<file path="src/rtl/ccp_capture_pkg.sv">
package ccp_capture_pkg;
	// register byte addresses
	localparam logic [7:0] ADDR_CONTROL = 8'h00;
	localparam logic [7:0] ADDR_CAPTURE_LOW = 8'h04;
	localparam logic [7:0] ADDR_CAPTURE_HIGH = 8'h08;
	localparam logic [7:0] ADDR_FLAGS = 8'h0c;
	localparam logic [7:0] ADDR_MASK = 8'h10;
	// control register layout
	localparam int MODE_LSB = 0;
	localparam int MODE_W = 4;
	localparam int STEER_BIT = 7;
	localparam int DUTY_LSB = 4;
	localparam logic [7:0] CONTROL_RESET = 8'h00;
	localparam logic [7:0] CONTROL_WMASK = 8'hbf;
	// flag register layout
	localparam int FLAG_CAPTURE = 5;
	localparam logic [7:0] FLAG_WMASK = 8'h20;
	// mode encodings
	typedef enum logic [3:0] {
		MODE_OFF = 4'h0,
		MODE_FALL = 4'h4,
		MODE_RISE = 4'h5,
		MODE_RISE4 = 4'h6,
		MODE_RISE16 = 4'h7
	} capture_mode_t;
	localparam logic [3:0] PRESCALE_4_LAST = 4'h3;
	localparam logic [3:0] PRESCALE_16_LAST = 4'hf;
	localparam logic [3:0] PRESCALE_ZERO = 4'h0;
	localparam logic [3:0] PRESCALE_ONE = 4'h1;
endpackage

</file>
<file path="src/rtl/enhanced_ccp_capture_unit.sv">
// Added by the designer: the APB slave port and the register offsets.
`timescale 1ns/10ps
module enhanced_ccp_capture_unit
	import ccp_capture_pkg::*;
#(
	parameter int TIMER_W = 16
) (
	input wire logic mclk,
	input wire logic resetn,
	input wire logic psel,
	input wire logic penable,
	input wire logic pwrite,
	input wire logic [7:0] paddr,
	input wire logic [31:0] pwdata,
	output logic [31:0] prdata,
	output logic pready,
	output logic pslverr,
	input wire logic captureInputPin,
	input wire logic [TIMER_W-1:0] timerOneCount,
	output logic irq
);
	// the capture pair holds exactly two bytes of timer count
	if (TIMER_W != 16) begin : g_width_check
		$error("timer width must be 16");
	end

	logic [7:0] control_r;
	logic [7:0] capLow_r;
	logic [7:0] capHigh_r;
	logic capFlag_r;
	logic capMask_r;
	logic pinPrev_r;
	logic [3:0] prescale_r;
	logic [3:0] prescale_nxt;

	// bus decode
	wire logic wrStrobe = psel && penable && pwrite;
	wire logic selControl = (paddr == ADDR_CONTROL);
	wire logic selLow = (paddr == ADDR_CAPTURE_LOW);
	wire logic selHigh = (paddr == ADDR_CAPTURE_HIGH);
	wire logic selFlags = (paddr == ADDR_FLAGS);
	wire logic selMask = (paddr == ADDR_MASK);
	wire logic selAny = selControl | selLow | selHigh | selFlags | selMask;
	assign pready = 1'b1;
	assign pslverr = psel && penable && !selAny;

	// mode decode and edge detection
	wire logic [3:0] mode = control_r[MODE_LSB +: MODE_W];
	wire logic isFall = (mode == MODE_FALL);
	wire logic isRise = (mode == MODE_RISE);
	wire logic isRise4 = (mode == MODE_RISE4);
	wire logic isRise16 = (mode == MODE_RISE16);
	wire logic inCapture = isFall | isRise | isRise4 | isRise16;
	wire logic riseEdge = captureInputPin && !pinPrev_r;
	wire logic fallEdge = !captureInputPin && pinPrev_r;
	wire logic [3:0] preLast = isRise4 ? PRESCALE_4_LAST : PRESCALE_16_LAST;
	wire logic preHit = riseEdge && (prescale_r == preLast);
	wire logic preOver = riseEdge && (prescale_r > preLast);
	// divided captures on fourth or sixteenth rising edge, or on the next rising edge if the count is already past the last value
	wire logic divEvent = (isRise4 | isRise16) && (preHit | preOver);
	wire logic captureEvent = (isFall && fallEdge) || (isRise && riseEdge)
		|| divEvent;

	// prescaler: cleared outside capture, kept across prescale changes
	always_comb begin
		prescale_nxt = prescale_r;
		if (!(isRise4 | isRise16)) begin
			prescale_nxt = PRESCALE_ZERO;
		end else if (divEvent) begin
			prescale_nxt = PRESCALE_ZERO;
		end else if (riseEdge) begin
			prescale_nxt = prescale_r + PRESCALE_ONE;
		end
	end

	always_ff @(posedge mclk or negedge resetn) begin
		if (!resetn) begin
			prescale_r <= PRESCALE_ZERO;
			pinPrev_r <= 1'b0;
		end else begin
			prescale_r <= prescale_nxt;
			pinPrev_r <= captureInputPin;
		end
	end

	// control register
	always_ff @(posedge mclk or negedge resetn) begin
		if (!resetn) begin
			control_r <= CONTROL_RESET;
		end else if (wrStrobe && selControl) begin
			control_r <= pwdata[7:0] & CONTROL_WMASK;
		end
	end

	// capture latch, new value always overwrites
	always_ff @(posedge mclk or negedge resetn) begin
		if (!resetn) begin
			capLow_r <= 8'h00;
			capHigh_r <= 8'h00;
		end else if (captureEvent) begin
			capLow_r <= timerOneCount[7:0];
			capHigh_r <= timerOneCount[15:8];
		end
	end

	// sticky flag, set wins over write-one clear
	wire logic flagClear = wrStrobe && selFlags && pwdata[FLAG_CAPTURE];
	always_ff @(posedge mclk or negedge resetn) begin
		if (!resetn) begin
			capFlag_r <= 1'b0;
		end else if (captureEvent) begin
			capFlag_r <= 1'b1;
		end else if (flagClear) begin
			capFlag_r <= 1'b0;
		end
	end

	always_ff @(posedge mclk or negedge resetn) begin
		if (!resetn) begin
			capMask_r <= 1'b0;
		end else if (wrStrobe && selMask) begin
			capMask_r <= pwdata[FLAG_CAPTURE];
		end
	end

	assign irq = capFlag_r && capMask_r;

	// read mux
	wire logic [7:0] flagByte = (8'(capFlag_r) << FLAG_CAPTURE) & FLAG_WMASK;
	wire logic [7:0] maskByte = (8'(capMask_r) << FLAG_CAPTURE) & FLAG_WMASK;
	wire logic [7:0] rdByte = selControl ? control_r :
		selLow ? capLow_r :
		selHigh ? capHigh_r :
		selFlags ? flagByte :
		selMask ? maskByte : 8'h00;
	assign prdata = {24'h000000, rdByte};
endmodule

</file>
<file path="config.mk">
export PLATFORM = sky130hd
export DESIGN_NAME = enhanced_ccp_capture_unit
export DESIGN_NICKNAME = d
export VERILOG_FILES = /design/src/rtl/ccp_capture_pkg.sv /design/src/rtl/enhanced_ccp_capture_unit.sv
export SDC_FILE = /design/constraint.sdc
export NUM_CORES = 1
export LEC_CHECK = 0
export BUFFER_PORTS_ARGS = -buffer_cell sky130_fd_sc_hd__buf_2
export CAP_MARGIN = 20
export CORE_ASPECT_RATIO = 1.5
export CORE_MARGIN = 1
export CORE_UTILIZATION = 44
export CTS_CLUSTER_DIAMETER = 60
export DETAILED_ROUTE_END_ITERATION = 6
export GPL_TIMING_DRIVEN = 0
export HOLD_SLACK_MARGIN = 0.12
export PLACE_DENSITY = 0.76
export REMOVE_ABC_BUFFERS = 1
export SLEW_MARGIN = 5
export SYNTH_ARGS = -nofsm -noshare
export SYNTH_HDL_FRONTEND = slang
export SYNTH_SLANG_ARGS = --single-unit
export TNS_END_PERCENT = 5
</file>
<file path="constraint.sdc">
create_clock -name mclk -period 2.24 [get_ports mclk]
set_input_delay 0.112 -clock mclk [delete_from_list [all_inputs] [get_ports mclk]]
set_output_delay 0.112 -clock mclk [all_outputs]
set_load 0.005 [all_outputs]
</file>
==> impl_metrics.py <==
metrics = {
    "drt": {
        "routed-wl-met2_um": 1830,
        "drtPass1Iterations": 4,
        "routed_wl_um": 3660,
        "via_per_inst": 4.98,
        "drt-met1-wl_um": 1480,
        "route.met3.wl_um": 278,
        "final_antenna_net_count": 0,
        "drcViolationCount": 0,
        "highest_layer": "met4",
        "vias": 1384,
        "wl_per_cell_um": 13.2,
        "drtIter0Drc": 26,
    },
    "global_routing": {
        "antenna_found_initial": 0,
        "grt_pass1_vias": 1346,
        "grt_use_total_pct": 19.6,
        "grt.overflow.total": 0,
        "grt_start_max_net_pins": 31,
        "grt_pass1_wl_um": 5970,
    },
    "clocking": {
        "clkSinkCount": 30,
        "cts_buffers": 5,
        "htree_levels": 2,
        "worstSkewPairLatency_ns": 0.28,
        "clkSlewWorstSetupHoldPaths_ns": 0.06,
        "cts_tree": "yes",
        "cts_buffer_depth": 2,
        "cts_root_buf": "clkbuf_8",
    },
    "sta": {
        "worst_pin_slew_ns": 0.654,
        "finalHoldViolCount": 0,
        "fin_ws_ns": 0.197,
        "rsz0062_at_grt": "no",
        "finalCritPeriodShare_pct": 91.2,
        "fin_crit_ns": 2.04,
        "slew_violations": 0,
        "max_freq_ghz": 0.490,
        "skew_ns": 0.00648,
        "setup_violations": 0,
        "slew_headroom_pct": 56.4,
    },
    "setup_path": {
        "critPathArrivalTime_ns": 2.21,
        "worstSetupStartpointType": "register",
        "crit_path_end_kind": "register",
        "required_ns": 2.41,
        "reg2reg_slack_ns": 0.20,
        "reg2reg_to": "capHigh_r[0]",
        "regToRegStartpoint": "prescale_r[0]",
        "criticalPathCategory": "register to register",
        "worstPathMaxFanout": 7,
        "reg2reg_depth": 6,
    },
    "synthesis": {
        "syn_area_um2": 1770,
        "async_reset_ff_share_pct": 100,
        "ys_types": 35,
        "syn_avg_cell_area_um2": 11.0,
        "yosys-top-cells-count": "dfrtp_1, buf_4, nor2_1",
        "ys_seq_elements": 30,
        "synth_top_area_share_pct": 42.4,
        "synthCells": 161,
        "synth_edf_count": 0,
        "synth_most_common_cell": "dfrtp_1",
        "synth_area_leaders": "dfrtp_1, buf_4, mux2_2, mux2_4, nor2_1",
        "ys_warn_count": 0,
        "synth.yosys.seq_area_share_pct": 42.4,
        "synthFlopType": "dfrtp_1",
        "yosysTopAreaCell": "dfrtp_1",
    },
    "die": {
        "die_area_um2": 4290,
        "rows": 27,
        "start_util_pct": 47.2,
        "coreArea_um2": 3750,
        "dieHeight_um": 79.7,
        "die_x_um": 53.8,
        "io_pins": 97,
    },
    "power_and_ir_drop": {
        "powerDensity_nw_per_um2": 501,
        "p_total_uw": 1150,
        "peakVddDrop_mv": 0.452,
        "leakagePower_uw": 0.00119,
    },
    "cells_and_area": {
        "syn2layout_area_growth_pct": 29.2,
        "diodes": 0,
        "drive_gt1_share_pct": 35.3,
        "nNetsFinal": 299,
    },
    "place": {
        "dp_hpwl_um": 2540,
        "port_buffers": 46,
        "gp_congestion": 0.740,
        "pre_cts_ws_ns": 0.0104,
    },
    "hold_path": {
        "hp-start": "paddr[4]",
        "hold_depth": 3,
        "min_to": "capMask_r",
        "hold_class": "input pin to register",
    },
    "flow_run": {
        "drv_cap": 0,
    },
    "run_status": {
        "status": "finished clean",
    },
}
## registers in the layout (all words and copies together) (netlist names)
signal / count
capMask_r: 1
capLow_r: 8
prescale_r: 4
capFlag_r: 1
pinPrev_r: 1
capHigh_r: 8
control_r: 7
## layer usage
layer,vias up,GRT usage [%]
met2,78,33.1
met3,10,5.14
met4,0,8.42
met1,642,22.3
met5,-,0
li1,654,-
## layout make-up
| class | count | area (um^2) |
|---|---|---|
| fill | 329 | 1460 |
| timing repair buffer | 73 | 503 |
| clock buffer | 6 | 82.6 |
| inverter | 5 | 18.8 |
| sequential | 30 | 751 |
| multi-input combinational | 121 | 881 |
| tap | 43 | 53.8 |
## power breakdown
group          switching (uW)  leakage [uW]  internal [uW]
sequential               12.5      0.000397            561
clock                     192     0.0000431            236
combinational            61.2      0.000749           84.0
## critical path, cell delays in order, from the launching register on
cell       delay (ns)
dfrtp_1          0.40
ha_1             0.25
nor2_1           0.09
a2bb2oi_4        0.18
o41ai_4          0.43
buf_4            0.24
mux2_2           0.34
## logic make-up after synthesis
| family | share of synthesized area (%) |
|---|---|
| compound gates | 9.89 |
| fa+ha+maj | 0.706 |
| buf+inv | 12.8 |
| flops | 42.4 |
| mux | 21.8 |
| other cells | 0.424 |
| simple gates | 12.0 |
## placed cells by master, fill, tap and decap left out, types with 2 or more instances in the layout
master / count
buf_2: 46
dfrtp_1: 30
conb_1: 25
dlygate4sd3_1: 25
nor2_1: 17
mux2_2: 15
mux2_4: 9
a21oi_1: 8
mux2i_1: 6
nand3_1: 6
clkbuf_8: 6
inv_1: 5
nand2_1: 5
o21ai_0: 4
and3_1: 4
and2_1: 2
nor2b_1: 2
nor3b_1: 2
## how the worst max path moves through the flow
| stage | cells past startpoint | to | startpoint | slack [ns] |
|---|---|---|---|---|
| floorplan | 5 | capHigh_r[0] | prescale_r[0] | 0.05 |
| CTS | 6 | capHigh_r[0] | prescale_r[0] | 0.18 |
| detailed placement | 6 | capHigh_r[1] | prescale_r[0] | 0.01 |
| global placement | 5 | capHigh_r[0] | prescale_r[0] | -0.27 |
| global route | 6 | capHigh_r[0] | prescale_r[0] | 0.08 |
| finish | 6 | capHigh_r[0] | prescale_r[0] | 0.20 |
## through the flow
| step | hold slack (ns) | instance area, um^2 | setup TNS [ns] | utilization [%] | cells |
|---|---|---|---|---|---|
| after floorplan | -0.184 | 1650 | 0 | - | 156 |
| after global placement | 0.182 | 1930 | -3.67 | 51.6 | 245 |
| after detailed placement | 0.190 | 1950 | 0 | 52.0 | 246 |
| after CTS | 0.187 | 2290 | 0 | 61.1 | 278 |
| after global routing | 0.198 | 2290 | 0 | 61.1 | 278 |
| final | 0.192 | 2290 | 0 | 61.1 | 278 |
## repair_timing
action	in CTS	in global routing
setup buffers	1	0
endpoints found under the hold margin	55	0
hold buffers	25	0
endpoints found under the setup margin	5	0
resized for setup	0	0
Note: power is estimated with default switching activity, not from simulation.
